### src/rtl/option_loader_defines.svh
`ifndef OPTION_LOADER_DEFINES_SVH
`define OPTION_LOADER_DEFINES_SVH

// program memory map
`define OPT_ADDR          15'h3FFF
`define OPT_ALIAS_ADDR    16'hFFFF
`define LAST_PAGE_BASE    15'h3FC0
`define FACTORY_OPT       8'h00
`define SECURED_READ      8'hFF
`define RESERVED_MASK     8'hD8

// option byte fields
`define OPT_SECURITY_BIT  5
`define OPT_WDOG_BIT      2
`define OPT_HALT_BIT      1
`define OPT_BOOT_BIT      0

// core and peripheral reset values
`define PC_RESET          15'h0000
`define SP_RESET          8'h6F
`define IDLE_TIMER_CTRL_RESET        8'h40
`define USART_CTRL_RESET  8'h00
`define TX_BUFFER_EMPTY_FLAG_RESET        1'b1
`define PROG_TIMING_REG_10MHZ      8'h7B
`define WD_WINDOW_MAX     2'h3

// clock monitor recovery, in idle-timer clocks
`define CLKMON_RECOVER_MIN 16
`define CLKMON_RECOVER_MAX 32
`define CLK_MHZ            40
`define TIMER0_DIV         8'h27

`endif

### src/rtl/option_loader_pkg.sv
package option_loader_pkg;

    typedef enum logic [1:0] {
        OP_NONE  = 2'b00,
        OP_READ  = 2'b01,
        OP_WRITE = 2'b10,
        OP_ERASE = 2'b11
    } flash_op_t;

    typedef struct packed {
        flash_op_t   op;
        logic        mass;
        logic        user_isp;
        logic [15:0] addr;
        logic [7:0]  wdata;
    } flash_req_t;

    typedef struct packed {
        logic secure;
        logic wdog_en;
        logic halt_allowed;
        logic boot_flash;
    } options_t;

    typedef struct packed {
        logic [14:0] pc;
        logic [7:0]  sp;
        logic [7:0]  processor_status_reg;
        logic [7:0]  core_control_reg;
        logic [7:0]  interrupt_control_reg;
        logic [7:0]  seg;
    } core_init_t;

    typedef struct packed {
        logic [7:0] t2ctrl;
        logic [7:0] hst_ctrl;
        logic [7:0] idle_ctrl;
        logic [7:0] wk_en;
        logic [7:0] wk_edge;
        logic [7:0] usart_psr;
        logic [7:0] usart_ctrl;
        logic       tx_buffer_empty_flag;
        logic [7:0] conv_ctrl;
        logic [7:0] prog_lo;
        logic [7:0] prog_hi;
        logic [7:0] prog_tim;
        logic [1:0] wd_window;
        logic       clkmon_armed;
    } periph_init_t;

    typedef enum logic [1:0] {
        CM_OK    = 2'b00,
        CM_ERROR = 2'b01,
        CM_WAIT  = 2'b10
    } clkmon_state_t;

endpackage

### src/rtl/sync2.sv
`timescale 1ns/1ps
// two-stage synchroniser for pin levels
module sync2 #(
    parameter logic RESET_VAL = 1'b0
) (
    input  wire logic core_clk,
    input  wire logic rst,
    input  wire logic d,
    output logic      q
);
    logic meta;

    // meta is read only by q
    always_ff @(posedge core_clk or posedge rst) begin
        if (rst) begin
            meta <= RESET_VAL;
            q    <= RESET_VAL;
        end else begin
            meta <= d;
            q    <= meta;
        end
    end
endmodule // sync2

### src/rtl/option_security_reset_init.sv
`timescale 1ns/1ps
`include "option_loader_defines.svh"
module option_security_reset_init (
    input  wire logic                          core_clk,
    input  wire logic                          rst,
    input  wire logic                          reset_pin_n,
    input  wire logic                          brownout_req,
    input  wire logic                          prog_mode,
    input  wire logic                          clk_freq_ok,
    input  wire option_loader_pkg::flash_req_t req,
    input  wire logic                          req_valid,
    input  wire logic [7:0]                    array_rdata,
    output option_loader_pkg::options_t        opts,
    output option_loader_pkg::core_init_t      core_init,
    output option_loader_pkg::periph_init_t    periph_init,
    output logic [7:0]                         rdata,
    output logic                               rdata_valid,
    output logic                               refused,
    output logic                               array_we,
    output logic                               array_erase,
    output logic                               array_mass,
    output logic [14:0]                        array_addr,
    output logic [7:0]                         array_wdata,
    output logic [7:0]                         option_config_byte,
    output logic                               dev_reset,
    output logic                               ports_output_en,
    output logic                               port_g_bit0_pullup,
    output logic                               port_g_bit2_pullup,
    output logic                               watchdog_pin_o,
    output logic                               watchdog_pin_oe,
    output logic                               watchdog_pullup,
    output logic                               retain_state
);
    import option_loader_pkg::*;

    logic          pin_n_s;
    logic          bor_s;
    logic          clk_ok_s;
    logic          init_req;
    logic          opt_written;
    logic          cold;
    logic [7:0]    next_opt;
    logic          is_opt;
    logic          secure;
    logic [7:0]    t0_div;
    logic          t0_tick;
    logic [5:0]    cm_count;
    clkmon_state_t cm_state;

    // pins come from outside the clock domain
    sync2 #(.RESET_VAL(1'b0)) u_sync_pin (
        .core_clk (core_clk),
        .rst      (rst),
        .d        (reset_pin_n),
        .q        (pin_n_s)
    );
    sync2 #(.RESET_VAL(1'b1)) u_sync_bor (
        .core_clk (core_clk),
        .rst      (rst),
        .d        (brownout_req),
        .q        (bor_s)
    );
    sync2 #(.RESET_VAL(1'b0)) u_sync_clk (
        .core_clk (core_clk),
        .rst      (rst),
        .d        (clk_freq_ok),
        .q        (clk_ok_s)
    );

    // either source starts initialisation; a pulse also ends halt upstream
    assign init_req = !pin_n_s || bor_s;

    always_ff @(posedge core_clk or posedge rst) begin
        if (rst) begin
            dev_reset <= 1'b1;
        end else begin
            dev_reset <= init_req;
        end
    end

    // cold flag: power-on rst marks state random until first release
    always_ff @(posedge core_clk or posedge rst) begin
        if (rst) begin
            cold         <= 1'b1;
            retain_state <= 1'b0;
        end else begin
            if (!dev_reset) begin
                cold <= 1'b0;
            end
            retain_state <= !cold;
        end
    end

    assign is_opt = (req.addr[14:0] == `OPT_ADDR) || (req.addr == `OPT_ALIAS_ADDR);
    assign secure = option_config_byte[`OPT_SECURITY_BIT];

    // reserved bits are forced to zero on any write
    always_comb begin
        next_opt = req.wdata & ~`RESERVED_MASK;
    end

    // nonvolatile option byte image; only a one-shot write after erase
    always_ff @(posedge core_clk or posedge rst) begin
        if (rst) begin
            option_config_byte <= `FACTORY_OPT;
            opt_written        <= 1'b0;
        end else if (req_valid && !dev_reset) begin
            if (req.op == OP_ERASE && req.mass) begin
                option_config_byte <= `FACTORY_OPT;
                opt_written        <= 1'b0;
            end else if (req.op == OP_ERASE && req.addr[14:0] >= `LAST_PAGE_BASE
                         && (!secure || req.user_isp)) begin
                option_config_byte <= `FACTORY_OPT;
                opt_written        <= 1'b0;
            end else if (req.op == OP_WRITE && is_opt && prog_mode && !opt_written
                         && (!secure || req.user_isp)) begin
                option_config_byte <= next_opt;
                opt_written        <= 1'b1;
            end
        end
    end

    // decoded options captured while reset holds, stable before first fetch
    always_ff @(posedge core_clk or posedge rst) begin
        if (rst) begin
            opts <= '0;
        end else if (dev_reset) begin
            opts.secure       <= option_config_byte[`OPT_SECURITY_BIT];
            opts.wdog_en      <= !option_config_byte[`OPT_WDOG_BIT];
            opts.halt_allowed <= !option_config_byte[`OPT_HALT_BIT];
            opts.boot_flash   <= option_config_byte[`OPT_BOOT_BIT];
        end
    end

    // access gate towards the flash array
    always_ff @(posedge core_clk or posedge rst) begin
        if (rst) begin
            rdata       <= 8'h00;
            rdata_valid <= 1'b0;
            refused     <= 1'b0;
            array_we    <= 1'b0;
            array_erase <= 1'b0;
            array_mass  <= 1'b0;
            array_addr  <= 15'h0000;
            array_wdata <= 8'h00;
        end else begin
            rdata_valid <= 1'b0;
            refused     <= 1'b0;
            array_we    <= 1'b0;
            array_erase <= 1'b0;
            array_mass  <= 1'b0;
            if (req_valid && !dev_reset) begin
                array_addr  <= req.addr[14:0];
                array_wdata <= req.wdata;
                case (req.op)
                    OP_READ: begin
                        rdata_valid <= 1'b1;
                        if (is_opt) begin
                            rdata <= option_config_byte;
                        end else if (secure && !req.user_isp) begin
                            rdata <= `SECURED_READ;
                        end else begin
                            rdata <= array_rdata;
                        end
                    end
                    OP_WRITE: begin
                        if ((secure && !req.user_isp) || (is_opt && (!prog_mode || opt_written))) begin
                            refused <= 1'b1;
                        end else if (!is_opt) begin
                            array_we <= 1'b1;
                        end
                    end
                    OP_ERASE: begin
                        if (req.mass) begin
                            array_erase <= 1'b1;
                            array_mass  <= 1'b1;
                        end else if (secure && !req.user_isp) begin
                            refused <= 1'b1;
                        end else begin
                            array_erase <= 1'b1;
                        end
                    end
                    default: begin
                    end
                endcase
            end
        end
    end

    // core register presets while reset holds
    always_ff @(posedge core_clk or posedge rst) begin
        if (rst) begin
            core_init <= '0;
        end else if (dev_reset) begin
            core_init.pc     <= `PC_RESET;
            core_init.sp     <= `SP_RESET;
            core_init.processor_status_reg    <= 8'h00;
            core_init.core_control_reg  <= 8'h00;
            core_init.interrupt_control_reg <= 8'h00;
            core_init.seg    <= 8'h00;
        end
    end

    // peripheral presets; converter results are left to the converter
    always_ff @(posedge core_clk or posedge rst) begin
        if (rst) begin
            periph_init <= '0;
        end else if (dev_reset) begin
            periph_init.t2ctrl       <= 8'h00;
            periph_init.hst_ctrl     <= 8'h00;
            periph_init.idle_ctrl    <= `IDLE_TIMER_CTRL_RESET;
            periph_init.wk_en        <= 8'h00;
            periph_init.wk_edge      <= 8'h00;
            periph_init.usart_psr    <= 8'h00;
            periph_init.usart_ctrl   <= `USART_CTRL_RESET;
            periph_init.tx_buffer_empty_flag         <= `TX_BUFFER_EMPTY_FLAG_RESET;
            periph_init.conv_ctrl    <= 8'h00;
            periph_init.prog_lo      <= 8'h00;
            periph_init.prog_hi      <= 8'h00;
            periph_init.prog_tim     <= `PROG_TIMING_REG_10MHZ;
            periph_init.wd_window    <= opts.wdog_en ? `WD_WINDOW_MAX : 2'h0;
            periph_init.clkmon_armed <= opts.wdog_en;
        end
    end

    // idle-timer clock enable, one pulse per divider wrap
    always_ff @(posedge core_clk or posedge rst) begin
        if (rst) begin
            t0_div  <= 8'h00;
            t0_tick <= 1'b0;
        end else begin
            t0_tick <= (t0_div == `TIMER0_DIV);
            t0_div  <= (t0_div == `TIMER0_DIV) ? 8'h00 : t0_div + 8'h01;
        end
    end

    // clock monitor: inhibited in reset, error held until recovery count
    always_ff @(posedge core_clk or posedge rst) begin
        if (rst) begin
            cm_state <= CM_OK;
            cm_count <= 6'h00;
        end else if (dev_reset || !opts.wdog_en) begin
            cm_state <= CM_OK;
            cm_count <= 6'h00;
        end else begin
            case (cm_state)
                CM_OK: begin
                    if (!clk_ok_s) begin
                        cm_state <= CM_ERROR;
                    end
                end
                CM_ERROR: begin
                    if (clk_ok_s) begin
                        cm_state <= CM_WAIT;
                        cm_count <= 6'h00;
                    end
                end
                CM_WAIT: begin
                    if (!clk_ok_s) begin
                        cm_state <= CM_ERROR;
                    end else if (t0_tick) begin
                        cm_count <= cm_count + 6'h01;
                        if (cm_count == 6'(`CLKMON_RECOVER_MIN - 1)) begin
                            cm_state <= CM_OK;
                        end
                    end
                end
                default: begin
                    cm_state <= CM_OK;
                end
            endcase
        end
    end

    // pin control: ports float in reset, watchdog pin kept when enabled
    always_ff @(posedge core_clk or posedge rst) begin
        if (rst) begin
            ports_output_en    <= 1'b0;
            port_g_bit0_pullup <= 1'b1;
            port_g_bit2_pullup <= 1'b1;
            watchdog_pin_o     <= 1'b1;
            watchdog_pin_oe    <= 1'b0;
            watchdog_pullup    <= 1'b0;
        end else begin
            // taken from init_req so the pins follow dev_reset on the same edge, not one later
            ports_output_en    <= !init_req;
            port_g_bit0_pullup <= init_req;
            port_g_bit2_pullup <= init_req;
            watchdog_pullup    <= opts.wdog_en;
            // open-drain style: drive only the low error level
            watchdog_pin_oe    <= opts.wdog_en && (cm_state != CM_OK);
            watchdog_pin_o     <= 1'b0;
        end
    end
endmodule // option_security_reset_init

### config.mk
export PLATFORM = sky130hd
export DESIGN_NAME = option_security_reset_init
export DESIGN_NICKNAME = d
export VERILOG_FILES = /design/src/rtl/option_loader_pkg.sv /design/src/rtl/sync2.sv /design/src/rtl/option_security_reset_init.sv
export VERILOG_INCLUDE_DIRS = /design/src /design/src/rtl
export SDC_FILE = /design/constraint.sdc
export NUM_CORES = 1
export LEC_CHECK = 0
export BUFFER_PORTS_ARGS = -buffer_cell sky130_fd_sc_hd__buf_2
export CAP_MARGIN = 20
export CORE_MARGIN = 2
export CORE_UTILIZATION = 44
export DETAILED_ROUTE_END_ITERATION = 7
export PLACE_DENSITY = 0.81
export SETUP_SLACK_MARGIN = 0.3
export SYNTH_ARGS = -nofsm -noshare
export SYNTH_HDL_FRONTEND = slang
export SYNTH_HIERARCHICAL = 1
export SYNTH_SLANG_ARGS = --single-unit
### constraint.sdc
create_clock -name core_clk -period 3.2 [get_ports core_clk]
set_input_delay 0.64 -clock core_clk [delete_from_list [all_inputs] [get_ports core_clk]]
set_output_delay 0.64 -clock core_clk [all_outputs]
set_load 0.01 [all_outputs]
# Word level (Yosys, flattened, before mapping)
# Index checks and enable logic that the tools add are counted.
# word_totals
ff_bits	84
inputBits	43
out_inout_bits	203
wordCells	129
# classes
add_sub_neg	2
n_lt_le_gt_ge	1
n_eq_ne	15
muxes	40
reduce_logical	36
# ops
operator	count
$mux 8	6
$mux 6	4
$mux 1	20
$eq 16x16->1 const B	1
$eq 15x14->1 const B	1
$ge 15x14->1 const B	1
$mux 2	7
$pmux 6 s2	1
$logic_and 1x1->1	11
$logic_not 1->1	11
$add 8x1->8 const B	1
$eq 8x6->1 const B	1
$ne 4x4->1 const B	2
$reduce_and 4->1	2
$add 6x1->6 const B	1
$eq 2x2->1 const B	3
$eq 6x4->1 const B	1
$logic_or 1x1->1	6
$ne 3x2->1 const B	2
$ne 3x3->1 const B	2
$pmux 2 s3	1
$reduce_bool 3->1	2
$eq 2x1->1 const B	2
$reduce_and 2->1	2
other kinds (3)	3

# Depth between registers and ports, before layout
# logic_depth
depth_word	9
ltp_mapped	7
mapped_depth_nobuf	5

# Hierarchy
# The synthesis kept the hierarchy.
# modules_own_cells
module	instances	cells_each	area_per_inst_um2	seq_area_each_um2
option_security_reset_init	1	394	4062.6	1780.5
sync2 (u_sync_clk ...)	2	3	53.8	50.0
sync2 (u_sync_bor)	1	3	56.3	52.6

# Least setup slack after synthesis
# No wires, ideal clock.
# synth_timing
kind	input -> register
from	input req[21] in the netlist's numbering
to	register rdata[5]
setup_ns	0.124
t_arrival_ns	1.691
required_ns	3.076
slack_ns	1.385
path_stages	6
n_path_buf	1
cell_sequence	nand4_1 > or2_4 > or3_1 > buf_6 > a21oi_2 > a2bb2oi_1
# synth_between
elab_chain_cells	3
word_cells_on_any_way	4
classes_between	2 x eq/ne; 1 x mux; 1 x reduce/logical
# synth_rtl
item	line_no	text
start, declared	option_security_reset_init.sv:10	input wire option_loader_pkg::flash_req_t req,
$eq 16x16->1 (no line) or $eq 15x14->1 (tied branches)	-	
$logic_or 1x1->1 *	option_security_reset_init.sv:94	assign is_opt = (req.addr[14:0] == `OPT_ADDR) || (req.addr == `OPT_ALIAS_ADDR);
$mux 8 *	option_security_reset_init.sv:158	if (is_opt) begin
end signal, assigned	option_security_reset_init.sv:159	rdata <= option_config_byte;
end signal, assigned	option_security_reset_init.sv:161	rdata <= `SECURED_READ;
end signal, assigned	option_security_reset_init.sv:163	rdata <= array_rdata;
end, declared	option_security_reset_init.sv:16	output logic [7:0] rdata,
# Every way passes the cells marked *; elsewhere a longest branch is shown, timed or not.
# A chain may end at the register's enable or synchronous reset.

==> results.md <==
- Post-Syn Instances: slightly above 400
- FMAX: 0.5276 GHz
- Commonest non-fill, non-tap cells in the layout: 135 x conb_1, 111 x buf_2, 72 x dfrtp_1
- Worst path slowest cell: dfstp_2
- CP Capture Type: output port
- CP bufs+invs: 1
- Rows: 35
- Worst-case clock buffer depth: 2
- Chip height: 102.0 µm
- RR Startpoint: port_g_bit2_pullup$_DFF_PP1_
- Async set or reset register ratio after synthesis: 100.0%
- Total GRT Usage: around 14%
- Combinational Power Share: 16.1%
- Top_reg_cell synth: dfrtp_1
- Total CTS buffers: 9
- Status: complete, no violations
- # hold bufs at CTS: 0
- HPWL Detailed: around 6000 µm
- Critical path class: flip-flop to output port
- Register area: just under 0.002 mm²
- Reg power frac: between 40% and 50%
- Resized cells post-CTS: 0
- Seq/Total Area, Yosys: approximately 46%
- CP max FO: 11
- Layout area overhead: 7.105%
- Worst Clk Skew: 0.007264 ns
- Worst-Margin Slew: between 0.5 and 0.6 ns
- Grt ovf: 0
- Die Area: approximately 0.010 mm²
- Pin count of the biggest net entering global routing: 47
- Finished Layout Cells: 637
- Hold Vio Cnt, Final: 0
- Slew Limit Fails: 0
- Power Dens Cells: 507.6 mW/mm²
- Final nets: 548
- Post-CTS Setup Bufs: 0
- Library cells used by synthesis: 43
- Clock Sinks: between 70 and 80
- Drt pass-1 iters: 4
- CTS tree: yes
- Worst Path Arrival: 1.26 ns
- Ys Warns: 6
- Total placed cells including tap cells: ~620
- Clock power frac: 35.3%
- Number of synthesized register bits: 77
- Antenna Cells: 0
- FF-to-FF path depth: 3
- Peak VDD IR: 468.3 µV
- Clk_lat worst skew: between 0.3 and 0.4 ns
- Vias in the first global route: 2,410
- Top Ports: between 200 and 250
- Final setup fails: 0
- Capturing point of the worst reg2reg path: array_addr[3]$_DFFE_PP0P_
- Mapped Avg Cell Area: around 10 µm²
- Drt total wl: 7652 µm
- Synthesized area: between 0.004 and 0.005 mm²
- Clock slew at reported path FFs: approximately 0.080 ns
- Worst Path Required: 2.56 ns
- RePlAce Congestion: 0.7852
- Post-DRT Antenna Nets: 0
- Initial Util: 45.53%
- RSZ-0062 raised after global routing: false
- Sw frac: about 28%
- Reg2reg setup slack: 1.43 ns
- Crit path cell chain: buf_2
- Core area: 0.009284 mm²
- Slowest stage delay, CP: 0.71 ns
- Root Buffer: clkbuf_8
- Pleak: 2.421 nW
- Area of the multi-input gates: 0.001569 mm²
- Antenna violations before repair: 0
- Max-cap violation count: 0
- Crit-path leading delay family: flip-flops
- Post-synth EDFFs: 0
- Final Cycle Share: 59.24%
- Setup TNS: 0 ns
- Critical Path Start Type: flip-flop
- Global-route wire length before repair: 11,590 µm
- Routed len/inst: 12.01 µm
- HP Class: input pin to asynchronous set/reset pin
- Via density: 4.237
- Layout cell share with drive strength beyond 1: between 30 and 40%
- DR iter-0 viols: 129
- Filler instances: 837
- P_sw: roughly 0.00063 W
- DIE WIDTH: 102.0 µm
- Internal power: 0.001666 W
- Fin crit period: 1.896 ns
- DR vias: 2,699
- PortBufs: ~110
- # H-tree levels: 3
- Relative slew slack: slightly above 60%
- Most common cell after layout, fill and taps aside: conb_1
- DRC: 0
[sequential cells by signal, summed over array words and instances, names as in the netlist, 2 cells and up]
name,count
cm_count,6
cm_state,2
option_config_byte,4
array_wdata,8
t0_div,8
array_addr,15
opts,4
rdata,8
periph_init,2
[power groups by stage]
stage	Sequential, W	Combinational, W	Clock, W
6_report	0.00112	0.000371	0.000811
5_1_grt	0.00113	0.000412	0.000867
4_1_cts	0.00112	0.000371	0.000825
3_5_place_dp	0.00113	0.000371	0
3_3_place_gp	0.00113	0.000359	0
2_1_floorplan	0.00117	0.000308	0
[per-layer routing]
metal | vias to the layer above | global-route usage, % | share of wire (%)
met5 | - | 0 | 0
met4 | 0 | 5.641 | 2.0
met3 | 14 | 4.651 | 8.5
met2 | 154 | 25.25 | 52
met1 | 1298 | 16.50 | 38
li1 | 1233 | - | -
[through the flow]
stage          power [W]  instance area [µm²]  util (%)  worst slack [ns]  hold WS [ns]
2_1_floorplan   0.001474                 4730         -            0.7684        0.3312
3_3_place_gp    0.001490                 4303     46.35             1.205        0.3323
3_5_place_dp    0.001505                 4303     46.35             1.152        0.3347
4_1_cts         0.002314                 4527     48.76             1.285        0.1438
5_1_grt         0.002407                 4527     48.76             1.226        0.1374
6_report        0.002298                 4527     48.76             1.304        0.1572
[cells in the mapped netlist (2+ instances only)]
| library cell | n | share of area [%] |
|---|---|---|
| buf_4 | 151 | 27 |
| dfrtp_1 | 72 | 43 |
| mux2_2 | 26 | 6.9 |
| nand2_1 | 20 | 1.8 |
| o21ai_0 | 19 | 2.2 |
| inv_1 | 15 | 1.3 |
| nor2_1 | 14 | 1.2 |
| nand3_1 | 8 | 0.95 |
| o31ai_1 | 7 | 1.2 |
| nor2b_1 | 6 | 0.89 |
| dfstp_2 | 5 | 3.1 |
| nor3_1 | 5 | 0.59 |
| mux2i_1 | 4 | 0.95 |
| nand4_1 | 4 | 0.59 |
| a21oi_1 | 3 | 0.36 |
| and3_1 | 3 | 0.44 |
| buf_2 | 3 | 0.36 |
| nand2b_1 | 3 | 0.44 |
| xnor2_1 | 3 | 0.62 |
| xor2_1 | 3 | 0.62 |
| a21oi_2 | 2 | 0.41 |
| and2_1 | 2 | 0.30 |
| clkbuf_2 | 2 | 0.24 |
| ha_1 | 2 | 0.59 |
| nor3b_1 | 2 | 0.36 |
| or4_1 | 2 | 0.36 |
[worst max path at each step]
stage | from | endpoint | cells past startpoint
floorplan | rst | array_addr[0]$_DFFE_PP0P_ | 1
global placement | req[21] | rdata[5]$_DFFE_PP0P_ | 6
detailed placement | req_valid | array_addr[0]$_DFFE_PP0P_ | 4
CTS | port_g_bit2_pullup$_DFF_PP1_ | port_g_bit2_pullup | 1
global route | port_g_bit2_pullup$_DFF_PP1_ | rdata[0]$_DFFE_PP0P_ | 3
finish | port_g_bit2_pullup$_DFF_PP1_ | dev_reset | 1
[logic make-up after synthesis]
| family | after synthesis | share of synthesized area, % |
|---|---|---|
| other cells | 1 | 0.08872 |
| fa+ha+maj | 2 | 0.5920 |
| buf+inv | 173 | 29.10 |
| flops | 77 | 45.74 |
| xor+xnor | 6 | 1.244 |
| simple gates | 77 | 9.947 |
| compound gates | 37 | 5.418 |
| mux | 30 | 7.875 |
[final cells by class]
type | instances | area share (%)
Multi-Input combinational cell | 287 | 34.66
Inverter | 15 | 1.244
Clock inverter | 6 | 1.907
Sequential cell | 77 | 42.70
Clock buffer | 10 | 3.040
Tap cell | 129 | 3.566
Timing Repair Buffer | 113 | 12.88
No activity file was read; power rests on OpenSTA's default activity.
